[config.mk]
export PLATFORM = sky130hd
export DESIGN_NAME = tdp_top
export DESIGN_NICKNAME = d
export VERILOG_FILES = /design/src/tdp_pkg.sv /design/src/tdp_top.sv
export VERILOG_INCLUDE_DIRS = /design/src
export SDC_FILE = /design/constraint.sdc
export NUM_CORES = 1
export LEC_CHECK = 0
export ABC_AREA = 1
export BUFFER_PORTS_ARGS = -buffer_cell sky130_fd_sc_hd__buf_2
export CORE_UTILIZATION = 31
export CTS_CLUSTER_DIAMETER = 200
export CTS_CLUSTER_SIZE = 20
export DETAILED_ROUTE_END_ITERATION = 6
export HOLD_SLACK_MARGIN = 0.02
export MAX_ROUTING_LAYER = met4
export PLACE_DENSITY = 0.56
export RECOVER_POWER = 25
export SYNTH_ARGS = -nofsm -noshare
export SYNTH_HDL_FRONTEND = slang
export SYNTH_SLANG_ARGS = --single-unit
[constraint.sdc]
create_clock -name clk_i -period 4.4 [get_ports clk_i]
set_clock_uncertainty 0.1 [all_clocks]
set_input_delay 0.22 -clock clk_i [delete_from_list [all_inputs] [get_ports clk_i]]
set_output_delay 0.22 -clock clk_i [all_outputs]
set_load 0.02 [all_outputs]
[src/tdp_cfg.svh]
// constants for the test and diagnostic port block
`ifndef TDP_CFG_SVH
`define TDP_CFG_SVH
// register bus geometry and map
`define TDP_ADDR_W 8
`define TDP_DATA_W 32
`define TDP_REG_FETCH_CTL 8'h00
`define TDP_CTL_TX_POS 0
`define TDP_CTL_RX_POS 1
`define TDP_CTL_FAIL_POS 23
`define TDP_CTL_TX_RESET 1'b0
// serial rom clock periods in cpu cycles
`define TDP_ROM_PERIOD_SLOW 256
`define TDP_ROM_PERIOD_FAST 16
`define TDP_ROM_DIV_W 8
// status pin timing in cpu cycles
`define TDP_RESULT_LOW_CYC 16
`define TDP_WDOG_CYC 2048
`define TDP_WDOG_PULSE_CYC 3
`define TDP_CNT_W 12
// instruction register
`define TDP_IR_W 5
`define TDP_IR_CAPTURE 5'h01
`define TDP_OP_SAMPLE 5'h18
`define TDP_OP_HIGHZ 5'h19
`define TDP_OP_CLAMP 5'h1a
`define TDP_OP_EXTEST 5'h1b
`define TDP_OP_BYPASS 5'h1f
`endif

[src/tdp_pkg.sv]
// types shared by the test and diagnostic port block
`include "tdp_cfg.svh"
package tdp_pkg;
  // power-up sequence phases
  typedef enum logic [2:0] {
    PH_SELFTEST, PH_RESULT, PH_LOAD, PH_RUN
  } tdp_phase_t;
  // boundary-scan controller states
  typedef enum logic [3:0] {
    TAP_RESET, TAP_IDLE, TAP_SEL_DR, TAP_CAP_DR, TAP_SHIFT_DR, TAP_EXIT1_DR,
    TAP_PAUSE_DR, TAP_EXIT2_DR, TAP_UPD_DR, TAP_SEL_IR, TAP_CAP_IR,
    TAP_SHIFT_IR, TAP_EXIT1_IR, TAP_PAUSE_IR, TAP_EXIT2_IR, TAP_UPD_IR
  } tdp_tap_t;
  // register bus request
  typedef struct packed {
    logic [`TDP_ADDR_W-1:0] addr;
    logic [`TDP_DATA_W-1:0] wdata;
    logic wr;
    logic rd;
  } tdp_bus_req_t;
  // controls toward the boundary-scan cell chain
  typedef struct packed {
    logic capture;
    logic shift;
    logic update;
    logic extest;
    logic clamp;
    logic highz;
  } tdp_bsr_ctl_t;
endpackage : tdp_pkg

[src/tdp_top.sv]
// test and diagnostic port: serial rom loader, diagnostic uart bits, tap, status pin
//
// Decided for this implementation: the register offsets and the address-and-strobe port.
`timescale 1ns/1ns
`include "tdp_cfg.svh"
module tdp_top
  import tdp_pkg::*;
#(
  parameter int LOAD_BITS = 64,
  parameter int SHIFT_W = 32
) (
  // clock and synchronous reset
  input wire logic clk_i,
  input wire logic rst_n_i,
  // register bus
  input wire tdp_bus_req_t bus_i,
  output logic [`TDP_DATA_W-1:0] rdata_o,
  // core status
  input wire logic selftest_done_i,
  input wire logic selftest_fail_i,
  input wire logic insn_retired_i,
  input wire logic privileged_mode_i,
  input wire logic ext_irq_i,
  input wire logic fast_rom_rate_flag_i,
  output logic irq_o,
  output logic load_done_o,
  output logic [SHIFT_W-1:0] load_data_o,
  // serial rom and terminal pins
  input wire logic rom_data_rx_in_i,
  output logic rom_clock_tx_out_o,
  output logic rom_output_enable_n_o,
  output logic selftest_status_out_o,
  // boundary-scan pins
  input wire logic tck_i,
  input wire logic tms_i,
  input wire logic tdi_i,
  input wire logic trst_n_i,
  output logic tdo_o,
  output logic tdo_oe_o,
  // boundary-scan cell chain
  input wire logic bsr_tdo_i,
  output tdp_bsr_ctl_t bsr_ctl_o
);

  // two-flop synchronisers for pin inputs: data, tck, tms, tdi, trst_n
  localparam int NS = 5;
  logic [NS-1:0] sync1_reg, sync2_reg, sync1_next, sync2_next;
  logic [NS-1:0] pins;
  logic rxd, tck_s, tms_s, tdi_s, trst_n_s;
  logic tck_prev_reg, tck_prev_next;
  logic tck_rise, tck_fall;

  assign pins = {rom_data_rx_in_i, tck_i, tms_i, tdi_i, trst_n_i};
  assign {rxd, tck_s, tms_s, tdi_s, trst_n_s} = sync2_reg;
  assign tck_rise = tck_s & ~tck_prev_reg;
  assign tck_fall = ~tck_s & tck_prev_reg;

  // synchroniser next values
  always_comb begin
    sync1_next = pins;
    sync2_next = sync1_reg;
    tck_prev_next = tck_s;
  end

  // synchroniser registers, trst_n and tck idle high/low respectively
  always_ff @(posedge clk_i) begin
    if (!rst_n_i) begin
      sync1_reg <= 5'h01;
      sync2_reg <= 5'h01;
      tck_prev_reg <= 1'b0;
    end else begin
      sync1_reg <= sync1_next;
      sync2_reg <= sync2_next;
      tck_prev_reg <= tck_prev_next;
    end
  end

  // ---------------- power-up sequence, rom load and status pin ----------------
  tdp_phase_t phase_reg, phase_next;
  logic [`TDP_CNT_W-1:0] cnt_reg, cnt_next; // result timer, later watchdog
  logic [1:0] pulse_reg, pulse_next; // timeout pulse cycles left
  logic fail_reg, fail_next; // self-test outcome
  logic [`TDP_ROM_DIV_W-1:0] div_reg, div_next; // rom clock divider
  logic rclk_reg, rclk_next; // rom clock during load
  logic [15:0] bits_reg, bits_next; // bits loaded
  logic [SHIFT_W-1:0] shift_reg, shift_next; // load shift register
  logic status_reg, status_next;
  logic [`TDP_ROM_DIV_W-1:0] half;

  // half period of the rom clock
  assign half = fast_rom_rate_flag_i ? `TDP_ROM_DIV_W'(`TDP_ROM_PERIOD_FAST / 2)
                                     : `TDP_ROM_DIV_W'(`TDP_ROM_PERIOD_SLOW / 2);

  // sequence next values
  always_comb begin
    phase_next = phase_reg;
    cnt_next = cnt_reg;
    pulse_next = pulse_reg;
    fail_next = fail_reg;
    div_next = div_reg;
    rclk_next = rclk_reg;
    bits_next = bits_reg;
    shift_next = shift_reg;
    status_next = status_reg;
    unique case (phase_reg)
      PH_SELFTEST: begin
        status_next = 1'b1;
        if (selftest_done_i) begin
          fail_next = selftest_fail_i;
          phase_next = PH_RESULT;
          cnt_next = '0;
          status_next = 1'b0;
        end
      end
      PH_RESULT: begin
        // low for the extraction window, then the fail level
        cnt_next = cnt_reg + 1'b1;
        status_next = 1'b0;
        if (cnt_reg == `TDP_CNT_W'(`TDP_RESULT_LOW_CYC - 1)) begin
          status_next = fail_reg;
          phase_next = PH_LOAD;
          div_next = '0;
          bits_next = '0;
        end
      end
      PH_LOAD: begin
        // free divider, toggle at each half period
        div_next = div_reg + 1'b1;
        if (div_reg == half - 1'b1) begin
          div_next = '0;
          rclk_next = ~rclk_reg;
          if (!rclk_reg) begin
            // rising edge: rom advances, we take its bit
            shift_next = {shift_reg[SHIFT_W-2:0], rxd};
            bits_next = bits_reg + 1'b1;
          end else if (bits_reg == 16'(LOAD_BITS)) begin
            phase_next = PH_RUN; // finish after the last bit's high half
            cnt_next = '0;
          end
        end
      end
      PH_RUN: begin
        // retirement watchdog
        if (insn_retired_i) begin
          cnt_next = '0;
        end else if (cnt_reg == `TDP_CNT_W'(`TDP_WDOG_CYC - 1)) begin
          cnt_next = '0;
          pulse_next = 2'(`TDP_WDOG_PULSE_CYC);
        end else begin
          cnt_next = cnt_reg + 1'b1;
        end
        if (pulse_reg != 2'h0) begin
          pulse_next = pulse_reg - 1'b1;
        end
        status_next = fail_reg | (pulse_next != 2'h0);
      end
      default: begin
        phase_next = PH_SELFTEST;
      end
    endcase
  end

  // sequence registers
  always_ff @(posedge clk_i) begin
    if (!rst_n_i) begin
      phase_reg <= PH_SELFTEST;
      cnt_reg <= '0;
      pulse_reg <= 2'h0;
      fail_reg <= 1'b0;
      div_reg <= '0;
      rclk_reg <= 1'b0;
      bits_reg <= '0;
      shift_reg <= '0;
      status_reg <= 1'b0;
    end else begin
      phase_reg <= phase_next;
      cnt_reg <= cnt_next;
      pulse_reg <= pulse_next;
      fail_reg <= fail_next;
      div_reg <= div_next;
      rclk_reg <= rclk_next;
      bits_reg <= bits_next;
      shift_reg <= shift_next;
      status_reg <= status_next;
    end
  end

  // ---------------- diagnostic terminal bits and register bus ----------------
  logic tx_pend_reg, tx_pend_next; // written, not yet retired
  logic tx_wait_reg, tx_wait_next; // a write awaits retirement
  logic tx_reg, tx_next; // value on the pin
  logic rx_prev_reg, rx_prev_next;
  logic rx_pend_reg, rx_pend_next; // held while interrupts are blocked
  logic irq_reg, irq_next;
  logic [`TDP_DATA_W-1:0] rdata_reg, rdata_next;
  logic ctl_hit;

  assign ctl_hit = bus_i.addr == `TDP_REG_FETCH_CTL;

  // terminal and bus next values
  always_comb begin
    tx_pend_next = tx_pend_reg;
    tx_wait_next = tx_wait_reg;
    tx_next = tx_reg;
    rx_prev_next = rxd;
    rx_pend_next = rx_pend_reg;
    irq_next = 1'b0;
    rdata_next = '0;
    // the pin takes the value only when the writing instruction retires
    if (tx_wait_reg && insn_retired_i) begin
      tx_next = tx_pend_reg;
      tx_wait_next = 1'b0;
    end
    if (bus_i.wr && ctl_hit) begin
      tx_pend_next = bus_i.wdata[`TDP_CTL_TX_POS];
      tx_wait_next = 1'b1;
    end
    // receive transitions; an edge wins over a clear in the same cycle
    if (!privileged_mode_i) begin
      rx_pend_next = 1'b0;
    end
    if (phase_reg == PH_RUN && rxd != rx_prev_reg) begin
      rx_pend_next = 1'b1;
    end
    if (!privileged_mode_i) begin
      irq_next = rx_pend_reg | ext_irq_i;
    end
    if (bus_i.rd && ctl_hit) begin
      rdata_next[`TDP_CTL_TX_POS] = tx_pend_reg;
      rdata_next[`TDP_CTL_RX_POS] = rxd;
      rdata_next[`TDP_CTL_FAIL_POS] = fail_reg;
    end
  end

  // terminal and bus registers
  always_ff @(posedge clk_i) begin
    if (!rst_n_i) begin
      tx_pend_reg <= `TDP_CTL_TX_RESET;
      tx_wait_reg <= 1'b0;
      tx_reg <= `TDP_CTL_TX_RESET;
      rx_prev_reg <= 1'b0;
      rx_pend_reg <= 1'b0;
      irq_reg <= 1'b0;
      rdata_reg <= '0;
    end else begin
      tx_pend_reg <= tx_pend_next;
      tx_wait_reg <= tx_wait_next;
      tx_reg <= tx_next;
      rx_prev_reg <= rx_prev_next;
      rx_pend_reg <= rx_pend_next;
      irq_reg <= irq_next;
      rdata_reg <= rdata_next;
    end
  end

  // ---------------- boundary-scan tap ----------------
  tdp_tap_t tap_reg, tap_next, tap_step;
  logic [`TDP_IR_W-1:0] ir_reg, ir_next, irs_reg, irs_next;
  logic byp_reg, byp_next;
  logic tdo_reg, tdo_next, oe_reg, oe_next;
  tdp_bsr_ctl_t bctl_reg, bctl_next;
  logic use_bsr;

  // sample and extest route the cell chain, all else the bypass stage
  assign use_bsr = (ir_reg == `TDP_OP_SAMPLE) || (ir_reg == `TDP_OP_EXTEST);

  // state successor for the sampled mode select level
  always_comb begin
    unique case (tap_reg)
      TAP_RESET: tap_step = tms_s ? TAP_RESET : TAP_IDLE;
      TAP_IDLE: tap_step = tms_s ? TAP_SEL_DR : TAP_IDLE;
      TAP_SEL_DR: tap_step = tms_s ? TAP_SEL_IR : TAP_CAP_DR;
      TAP_CAP_DR: tap_step = tms_s ? TAP_EXIT1_DR : TAP_SHIFT_DR;
      TAP_SHIFT_DR: tap_step = tms_s ? TAP_EXIT1_DR : TAP_SHIFT_DR;
      TAP_EXIT1_DR: tap_step = tms_s ? TAP_UPD_DR : TAP_PAUSE_DR;
      TAP_PAUSE_DR: tap_step = tms_s ? TAP_EXIT2_DR : TAP_PAUSE_DR;
      TAP_EXIT2_DR: tap_step = tms_s ? TAP_UPD_DR : TAP_SHIFT_DR;
      TAP_UPD_DR: tap_step = tms_s ? TAP_SEL_DR : TAP_IDLE;
      TAP_SEL_IR: tap_step = tms_s ? TAP_RESET : TAP_CAP_IR;
      TAP_CAP_IR: tap_step = tms_s ? TAP_EXIT1_IR : TAP_SHIFT_IR;
      TAP_SHIFT_IR: tap_step = tms_s ? TAP_EXIT1_IR : TAP_SHIFT_IR;
      TAP_EXIT1_IR: tap_step = tms_s ? TAP_UPD_IR : TAP_PAUSE_IR;
      TAP_PAUSE_IR: tap_step = tms_s ? TAP_EXIT2_IR : TAP_PAUSE_IR;
      TAP_EXIT2_IR: tap_step = tms_s ? TAP_UPD_IR : TAP_SHIFT_IR;
      TAP_UPD_IR: tap_step = tms_s ? TAP_SEL_DR : TAP_IDLE;
    endcase
  end

  // tap next values: shift and capture on tck rise, update and tdo on fall
  always_comb begin
    tap_next = tap_reg;
    ir_next = ir_reg;
    irs_next = irs_reg;
    byp_next = byp_reg;
    tdo_next = tdo_reg;
    oe_next = oe_reg;
    bctl_next = bctl_reg;
    bctl_next.capture = 1'b0;
    bctl_next.shift = 1'b0;
    bctl_next.update = 1'b0;
    if (tck_rise) begin
      tap_next = tap_step;
      unique case (tap_reg)
        TAP_CAP_IR: irs_next = `TDP_IR_CAPTURE;
        TAP_SHIFT_IR: irs_next = {tdi_s, irs_reg[`TDP_IR_W-1:1]};
        TAP_CAP_DR: begin
          byp_next = 1'b0;
          bctl_next.capture = use_bsr;
        end
        TAP_SHIFT_DR: begin
          byp_next = tdi_s;
          bctl_next.shift = use_bsr;
        end
        default: begin
        end
      endcase
    end
    if (tck_fall) begin
      oe_next = (tap_reg == TAP_SHIFT_IR) || (tap_reg == TAP_SHIFT_DR);
      tdo_next = (tap_reg == TAP_SHIFT_IR) ? irs_reg[0] :
                 (use_bsr ? bsr_tdo_i : byp_reg);
      if (tap_reg == TAP_UPD_IR) begin
        ir_next = irs_reg;
        bctl_next.extest = irs_reg == `TDP_OP_EXTEST;
        bctl_next.clamp = irs_reg == `TDP_OP_CLAMP;
        bctl_next.highz = irs_reg == `TDP_OP_HIGHZ;
      end
      bctl_next.update = (tap_reg == TAP_UPD_DR) && use_bsr;
    end
    if (!trst_n_s || tap_reg == TAP_RESET) begin
      // test reset: bypass selected, pins released
      if (!trst_n_s) begin
        tap_next = TAP_RESET;
      end
      ir_next = `TDP_OP_BYPASS;
      oe_next = 1'b0;
      bctl_next = '0;
    end
  end

  // tap registers
  always_ff @(posedge clk_i) begin
    if (!rst_n_i) begin
      tap_reg <= TAP_RESET;
      ir_reg <= `TDP_OP_BYPASS;
      irs_reg <= `TDP_IR_CAPTURE;
      byp_reg <= 1'b0;
      tdo_reg <= 1'b0;
      oe_reg <= 1'b0;
      bctl_reg <= '0;
    end else begin
      tap_reg <= tap_next;
      ir_reg <= ir_next;
      irs_reg <= irs_next;
      byp_reg <= byp_next;
      tdo_reg <= tdo_next;
      oe_reg <= oe_next;
      bctl_reg <= bctl_next;
    end
  end

  // outputs
  assign rdata_o = rdata_reg;
  assign irq_o = irq_reg;
  assign load_done_o = phase_reg == PH_RUN;
  assign load_data_o = shift_reg;
  assign rom_clock_tx_out_o = (phase_reg == PH_LOAD) ? rclk_reg : tx_reg;
  assign rom_output_enable_n_o = phase_reg != PH_LOAD;
  assign selftest_status_out_o = status_reg;
  assign tdo_o = tdo_reg;
  assign tdo_oe_o = oe_reg;
  assign bsr_ctl_o = bctl_reg;

endmodule : tdp_top

# Word level (Yosys, flattened, before mapping)
# Index checks and enable logic that the tools add are counted.
[classes] n_eq_ne=36 add_sub_neg=5 muxes=53 bitwise_logic=13 reduce_logical=39
[ops] operator="$mux W12" n=6
[ops] operator="$mux W16" n=3
[ops] operator="$pmux W12 S4" n=1
[ops] operator="$pmux W4 S12" n=1
[ops] operator="$eq A4 B4 Y1 const B" n=8
[ops] operator="$pmux W16 S2" n=1
[ops] operator="$mux W4" n=7
[ops] operator="$eq A5 B5 Y1 const B" n=5
[ops] operator="$mux W8" n=3
[ops] operator="$mux W3" n=7
[ops] operator="$add A16 B1 Y16 const B" n=1
[ops] operator="$eq A16 B7 Y1 const B" n=1
[ops] operator="$eq A4 B3 Y1 const B" n=4
[ops] operator="$pmux W8 S2" n=1
[ops] operator="$mux W2" n=7
[ops] operator="$reduce_and A2 Y1" n=7
[ops] operator="$add A12 B1 Y12 const B" n=1
[ops] operator="$eq A12 B11 Y1 const B" n=1
[ops] operator="$eq A12 B4 Y1 const B" n=1
[ops] operator="$mux W1" n=12
[ops] operator="$ne A2 B2 Y1 const B" n=6
[ops] operator="$pmux W3 S4" n=1
[ops] operator="$reduce_bool A2 Y1" n=6
[ops] operator="$pmux W5 S2" n=1
[ops] operator="31 further kinds" n=54
[totals] input_bits=56 output_inout_bits=77 wordCells=178 register_bits=148

# Longest topological paths before layout
# Gate-level depths: netlist of the first run.
[logic_depth] depth_word=8 ltp_mapped=14 ltp_nobuf=13

# Worst setup path after synthesis of the first run
# No wires, ideal clock.
[synth_path] path_type="reg-to-output" start="register phase_reg[0]" end="output port rom_clock_tx_out_o" path_stages_with_launch=8 arrival_ns=1.566 slack_ns=2.514 required_time_ns=4.080 cell_sequence="dfxtp_1 -> inv_1 -> ha_1 -> buf_2 -> inv_2 -> clkbuf_1 -> nand2_1 -> nand2_1"
[synth_between] elab_chain_cells=2
[synth_rtl] element="start, declared" line_no="tdp_top.sv:79" text="tdp_phase_t phase_reg, phase_next;"
[synth_rtl] element="start signal, assigned" line_no="tdp_top.sv:176" text="phase_reg <= phase_next;"
[synth_rtl] element="$eq A3 B2 Y1" line_no="tdp_top.sv:367" text="assign rom_clock_tx_out_o = (phase_reg == PH_LOAD) ? rclk_reg : tx_reg;"
[synth_rtl] element="$mux W1" line_no="tdp_top.sv:367"
[synth_rtl] element="end, declared" line_no="tdp_top.sv:30" text="output logic rom_clock_tx_out_o,"
# No other way between the ends.

# Final worst setup path of the first run
[layout_path] start="register phase_reg[0]" end="register shift_reg[4], in the netlist load_data_o[4]"
[layout_between] elab_chain_cells=2
[layout_rtl] element="$eq A3 B2 Y1" line_no="tdp_top.sv:105" text="unique case (phase_reg)"
[layout_rtl] element="$reduce_and A3 Y1 (no source line)"
[layout_rtl] element="end signal, assigned" line_no="tdp_top.sv:183" text="shift_reg <= shift_next;"
[layout_rtl] element="end, declared" line_no="tdp_top.sv:86" text="logic [SHIFT_W-1:0] shift_reg, shift_next;"
# No other way between the ends.
# A chain may end at the register's enable or synchronous reset.

==> impl_metrics.py, run 1 <==
metrics = {
    "status": {
        "outcome": "finished clean",
    },
    "detailed_routing": {
        "final_antenna_net_count": 0,
        "wl_per_cell_um": 11.7,
        "vias": 5358,
        "drc": 0,
        "dr.pass1.iters": 5,
        "drtIter0Drc": 414,
        "viasPerCell": 4.60,
        "totalWireLength_mm": 13.6,
    },
    "timing": {
        "max_clock_freq_mhz": 364,
        "rsz0062_at_grt": "false",
        "drv_slew": 0,
        "fin_crit_ps": 2750,
        "tns_ps": 0,
        "tightest_slew_ps": 1000,
        "setup_viol": 0,
        "fin_crit_sh_pct": 62.5,
        "hold_viol_final": 0,
        "slew_headroom_pct": 33.0,
    },
    "grt": {
        "antenna_found_initial": 0,
        "grt_use_total_pct": 15.0,
        "grt_pass1_wl_mm": 23.0,
        "grt_pass1_vias": 4807,
        "grt_overflow": 0,
        "grt_max_degree": 54,
    },
    "clock_tree": {
        "cts_resized": 0,
        "htreeDepth": 4,
        "clockBufferDepth": 2,
        "insertion_delay_ps": 410,
        "path_clk_slew_ps": 50,
        "cts_buffers": 17,
        "ctsRootBufferMaster": "clkbuf_16",
        "cts_tree": "done",
        "cts_sinks": 118,
    },
    "floorplan": {
        "die_h_um": 139,
        "start_util_pct": 32.1,
        "dieWidth_um": 139,
        "io_pins": 133,
        "die_area_mm2": 0.0194,
        "rows": 49,
        "coreArea_mm2": 0.0182,
    },
    "logic_synthesis": {
        "synthFlopType": "dfxtp_1",
        "muxShareOfSynthArea_pct": 0,
        "synth_seq_cells": 118,
        "synth-compound-area-share_pct": 13.2,
        "yosys_warnings": 0,
        "ys_async_sr_fraction_pct": 0,
        "synth_top_family_by_area": "simple AND/OR/NAND/NOR gates",
        "synth-edff-count": 0,
        "synthSimpleGateAreaFrac_pct": 29.9,
        "yosys.area_share.xor_xnor_pct": 2.70,
        "synth_cells": 846,
        "avgSynthCellArea_um2": 6.91,
        "synth_fa_ha_area_share_pct": 2.14,
        "synthesis.area_mm2": 0.00585,
        "seq_area_frac_synth_pct": 40.4,
        "synth_cell_type_count": 45,
    },
    "worst_setup_path": {
        "startpoint": "phase_reg[0]",
        "path_max_fanout": 32,
        "worstPathRequired_ps": 4550,
        "rrSetupSlack_ps": 1650,
        "cp-end-kind": "flip-flop",
        "crit_type": "reg2reg",
        "arrival_ps": 2900,
        "rr_endpoint": "load_data_o[4]",
        "worst_r2r_path_depth": 9,
        "reg2reg_from": "phase_reg[0]",
        "cp-start-kind": "flip-flop",
    },
    "finish": {
        "utilization_pct": 38.9,
        "largest_reg_flops": 32,
        "area_delta_synth_final_pct": 21.1,
        "final_nets": 989,
        "drive_gt1_share_pct": 10.8,
        "fillerInstances": 1894,
        "num_antenna_cells": 0,
    },
    "place": {
        "gp_congestion": 0.895,
        "numPortBuffers": 72,
        "hpwl_mm": 9.25,
    },
    "pwr": {
        "power_mw": 3.35,
        "leakage_nw": 3.05,
        "ir_drop_uv": 286,
        "powerDensity_mw_per_mm2": 473,
    },
    "hold_path": {
        "hp-start": "selftest_fail_i",
        "whs_endpoint": "fail_reg",
        "holdPathStages": 3,
        "hold_path_class": "in2reg",
    },
    "job": {
        "drv_cap": 0,
    },
}
==> worst max-delay path, stage by stage, from the launching register on <==
cell      delay [ps]
dfxtp_1          350
inv_1            120
ha_1             650
inv_2            300
nor2_1           190
inv_2             80
nor2_4           100
inv_1            410
nor2_1           220
a211oi_1          60
==> cells by family (layout without fill, tap and decap cells) <==
kind of cell             Yosys count  in the layout
adder cells (fa/ha/maj)           10             10
other                              1             29
XOR/XNOR                          18             18
AO/OA/AOI/OAI                    140            140
flip-flops                       118            118
AND/OR/NAND/NOR                  416            416
buffers and inverters            143            205
==> cell usage in the layout (no fill, tap or decap), types with 2 or more instances in the layout <==
cell / count
inv_2: 6
a21oi_1: 61
nand3_1: 42
xnor2_1: 6
nand4_1: 12
or2_2: 2
a31oi_1: 3
o21ai_0: 57
clkbuf_8: 6
a21oi_2: 4
nor3_1: 18
conb_1: 29
buf_2: 44
dlygate4sd3_1: 12
and2_1: 2
ha_1: 10
buf_4: 3
bufinv_16: 7
clkbuf_16: 17
o211ai_1: 4
clkbuf_1: 30
nor2_4: 3
nor2_1: 149
dfxtp_1: 118
a211oi_1: 3
nand2_1: 176
nor4_1: 4
nand2_2: 2
xor2_1: 12
inv_1: 78
==> how the worst max path moves through the flow <==
stage                              end  slack (ps)
finish                  load_data_o[4]        1650
global placement        load_data_o[4]        1560
detailed placement      load_data_o[4]        1600
global route           load_data_o[14]        1360
CTS                     load_data_o[4]        1580
floorplan           rom_clock_tx_out_o        2510
==> area by class of cell <==
cell class                 count  area (um^2)  area share [%]
multi-input combinational    613         2910            41.1
sequential                   118         2360            33.4
clock buffer                  25          515            7.28
timing repair buffer          87          468            6.61
inverter                      86          324            4.58
tap                          229          287            4.05
clock inverter                 7          210            2.97
==> report_power, final <==
part	switching (mW)	internal [mW]
clock network	0.479	1.21
registers	0.0243	1.10
logic	0.397	0.135
==> routing by layer <==
layer  GRT usage, %  wire length (um)  part of all wire [%]  up-vias
li1               -                 -                     -     2808
met1           18.6              6590                    48     2407
met2           23.9              6330                    47      133
met3           3.41               535                   3.9       10
met4           4.74               142                   1.0        0
met5              -                 0                     0        -
==> stage by stage <==
stage	cells	setup WS [ps]	hold WS, ps	area (um^2)
6_report	1165	1650	31.7	7080
5_1_grt	1165	1360	25.9	7080
4_1_cts	1165	1580	28.8	7110
3_5_place_dp	1121	1600	297	6270
3_3_place_gp	1121	1560	296	6270
2_1_floorplan	874	2510	197	5950
==> what timing repair did <==
item                      4_1_cts  5_1_grt
hold buffers                   12        0
hold endpoints to repair       11        0
buffers inserted                0        0
==> cell usage after synthesis, types with 4 or more instances <==
cell / n / area share (%)
nor2_1: 149 / 9.6
xor2_1: 12 / 1.8
a21oi_1: 61 / 5.2
nor4_1: 4 / 0.43
nand2_1: 176 / 11
o21ai_0: 57 / 4.9
o211ai_1: 4 / 0.51
a21oi_2: 4 / 0.60
nand3_1: 42 / 3.6
clkbuf_1: 14 / 0.90
buf_4: 30 / 3.9
buf_2: 9 / 0.77
ha_1: 10 / 2.1
xnor2_1: 6 / 0.90
nor3_1: 18 / 1.5
nand4_1: 12 / 1.3
inv_1: 78 / 5.0
dfxtp_1: 118 / 40
inv_2: 6 / 0.39
Note: power is estimated with default switching activity, not from simulation.
==> run 2: changes to the inputs <==
--- a/config.mk
+++ b/config.mk
@@ -14,7 +14,7 @@
 export DETAILED_ROUTE_END_ITERATION = 6
 export HOLD_SLACK_MARGIN = 0.02
 export MAX_ROUTING_LAYER = met4
-export PLACE_DENSITY = 0.56
+export PLACE_DENSITY = 0.58
 export RECOVER_POWER = 25
 export SYNTH_ARGS = -nofsm -noshare
 export SYNTH_HDL_FRONTEND = slang
==> constraint.sdc (replaced) <==
create_clock -name clk_i -period 2.5 [get_ports clk_i]
set_clock_uncertainty 0.1 [all_clocks]
set_input_delay 0.125 -clock clk_i [delete_from_list [all_inputs] [get_ports clk_i]]
set_output_delay 0.125 -clock clk_i [all_outputs]
set_load 0.02 [all_outputs]
==> impl_metrics.py, run 2 (synthesized netlist as in run 1, its figures left out) <==
metrics = {
    "hold_path": {
        "holdPathStages": 5,
        "hold_path_class": "in2reg",
        "whs_endpoint": "tx_wait_reg",
        "hp-start": "bus_i[39]",
    },
    "detailed_routing": {
        "dr.pass1.iters": 6,
        "final_antenna_net_count": 0,
        "wl_per_cell_um": 11.6,
        "vias": 5388,
        "totalWireLength_mm": 13.6,
        "drc": 0,
        "viasPerCell": 4.58,
        "drtIter0Drc": 475,
    },
    "timing": {
        "hold_viol_final": 0,
        "rsz0062_at_grt": "false",
        "fin_crit_ps": 2150,
        "tns_ps": 0,
        "tightest_slew_ps": 1220,
        "fin_crit_sh_pct": 86.0,
        "setup_ws_ps": 351,
        "slew_headroom_pct": 18.7,
        "drv_slew": 0,
        "setup_viol": 0,
        "holdWs_ps": 57.5,
        "max_clock_freq_mhz": 465,
    },
    "worst_setup_path": {
        "rr_endpoint": "bits_reg[6]",
        "cp-end-kind": "flip-flop",
        "path_max_fanout": 17,
        "arrival_ps": 2380,
        "rrSetupSlack_ps": 350,
        "worstPathRequired_ps": 2730,
        "cp-start-kind": "flip-flop",
        "crit_type": "reg2reg",
        "reg2reg_from": "cnt_reg[0]",
        "worst_r2r_path_depth": 9,
        "startpoint": "cnt_reg[0]",
    },
    "pwr": {
        "leakage_nw": 3.03,
        "powerDensity_mw_per_mm2": 763,
        "ir_drop_uv": 443,
    },
    "grt": {
        "grt_use_total_pct": 15.2,
        "antenna_found_initial": 0,
        "grt_overflow": 0,
        "grt_pass1_vias": 5018,
        "grt_pass1_wl_mm": 23.5,
        "grt_max_degree": 34,
    },
    "finish": {
        "final_nets": 1001,
        "multi_input_area_mm2": 0.00292,
        "final_cell_mix": "nand2_1 (176), nor2_1 (149), dfxtp_1 (118), inv_1 (78), a21oi_1 (61)",
        "fillerInstances": 1928,
        "largest_reg_flops": 32,
        "area_delta_synth_final_pct": 20.4,
        "drive_gt1_share_pct": 11.8,
        "num_antenna_cells": 0,
        "final_common_cell": "nand2_1",
        "register_area_mm2": 0.00236,
    },
    "clock_tree": {
        "htreeDepth": 4,
        "clockBufferDepth": 2,
        "cts_sinks": 118,
        "insertion_delay_ps": 420,
        "cts_tree": "done",
        "path_clk_slew_ps": 60,
        "post_cts_buffers": 0,
        "ctsRootBufferMaster": "clkbuf_16",
        "cts_buffers": 17,
    },
    "floorplan": {
        "rows": 49,
        "dieWidth_um": 139,
        "io_pins": 133,
        "coreArea_mm2": 0.0182,
        "die_h_um": 139,
        "start_util_pct": 32.1,
        "die_area_mm2": 0.0194,
    },
    "place": {
        "gp_congestion": 0.894,
        "hpwl_mm": 9.58,
        "place_worst_setup_slack_ps": 236,
        "numPortBuffers": 72,
    },
    "job": {
        "drv_cap": 0,
    },
    "status": {
        "outcome": "finished clean",
    },
}
## run 2: changes by cell type in the layout (fill, tap and decap cells not counted), sizes merged
cell,previous run,this run
clkinvlp,0,7
dlygate4sd3,12,16
bufinv,7,2
clkinv,2,5
inv,84,86
clkbuf,53,46
buf,47,55
## run 2: cell type report
class | instances | area share, %
repair buffers | 99 | 7.96
clock inverters | 14 | 2.17
clock buffers | 18 | 6.24
inverters | 86 | 4.60
well taps | 229 | 4.07
flip-flops and latches | 118 | 33.6
multi-input cells | 613 | 41.4
## run 2: worst max-delay path, cell delays in order (launching register included)
cell,delay (ps)
dfxtp_1,370
ha_1,310
inv_2,70
nor2_4,140
nand2_2,90
o21ai_4,230
nand3_4,240
clkinv_2,250
nand3_1,100
a21oi_1,140
## run 2: worst max-delay path by stage
| stage | to | slack [ps] | depth (start not counted) |
|---|---|---|---|
| after CTS | bits_reg[6] | 210 | 10 |
| after global routing | cnt_reg[11] | 110 | 12 |
| after global placement | bits_reg[6] | 290 | 10 |
| after floorplan | cnt_reg[0] | 630 | 11 |
| after detailed placement | bits_reg[6] | 240 | 10 |
| final | bits_reg[6] | 350 | 9 |
## run 2: routing by layer
layer | vias to the layer above | track usage, % | share of wire, %
met3 | 11 | 3.13 | 3.4
li1 | 2846 | - | -
met2 | 104 | 24.4 | 46
met4 | 0 | 5.32 | 1.3
met5 | - | - | 0
met1 | 2427 | 18.9 | 49
## run 2: power by group
| group | internal, mW | switching (mW) | total, mW |
|---|---|---|---|
| clock network | 1.50 | 0.926 | 2.42 |
| logic | 0.268 | 0.709 | 0.976 |
| registers | 1.93 | 0.0413 | 1.97 |
| total | 3.70 | 1.68 | 5.37 |
## run 2: timing repair
| item | in CTS | in global routing |
|---|---|---|
| hold buffers | 16 | 0 |
| setup endpoints to repair | 0 | 1 |
| resized for setup | 0 | 1 |
| endpoints found under the hold margin | 14 | 0 |
## run 2: metrics by stage
| stage | cells | power, mW | utilization, % | instance area (um^2) |
|---|---|---|---|---|
| final | 1177 | 5.37 | 38.7 | 7040 |
| after CTS | 1177 | 5.45 | 38.9 | 7080 |
| after global placement | 1129 | 2.98 | 34.8 | 6330 |
| after detailed placement | 1129 | 2.98 | 34.8 | 6330 |
| after global routing | 1177 | 5.67 | 38.7 | 7040 |
| after floorplan | 874 | 2.80 | - | 5950 |
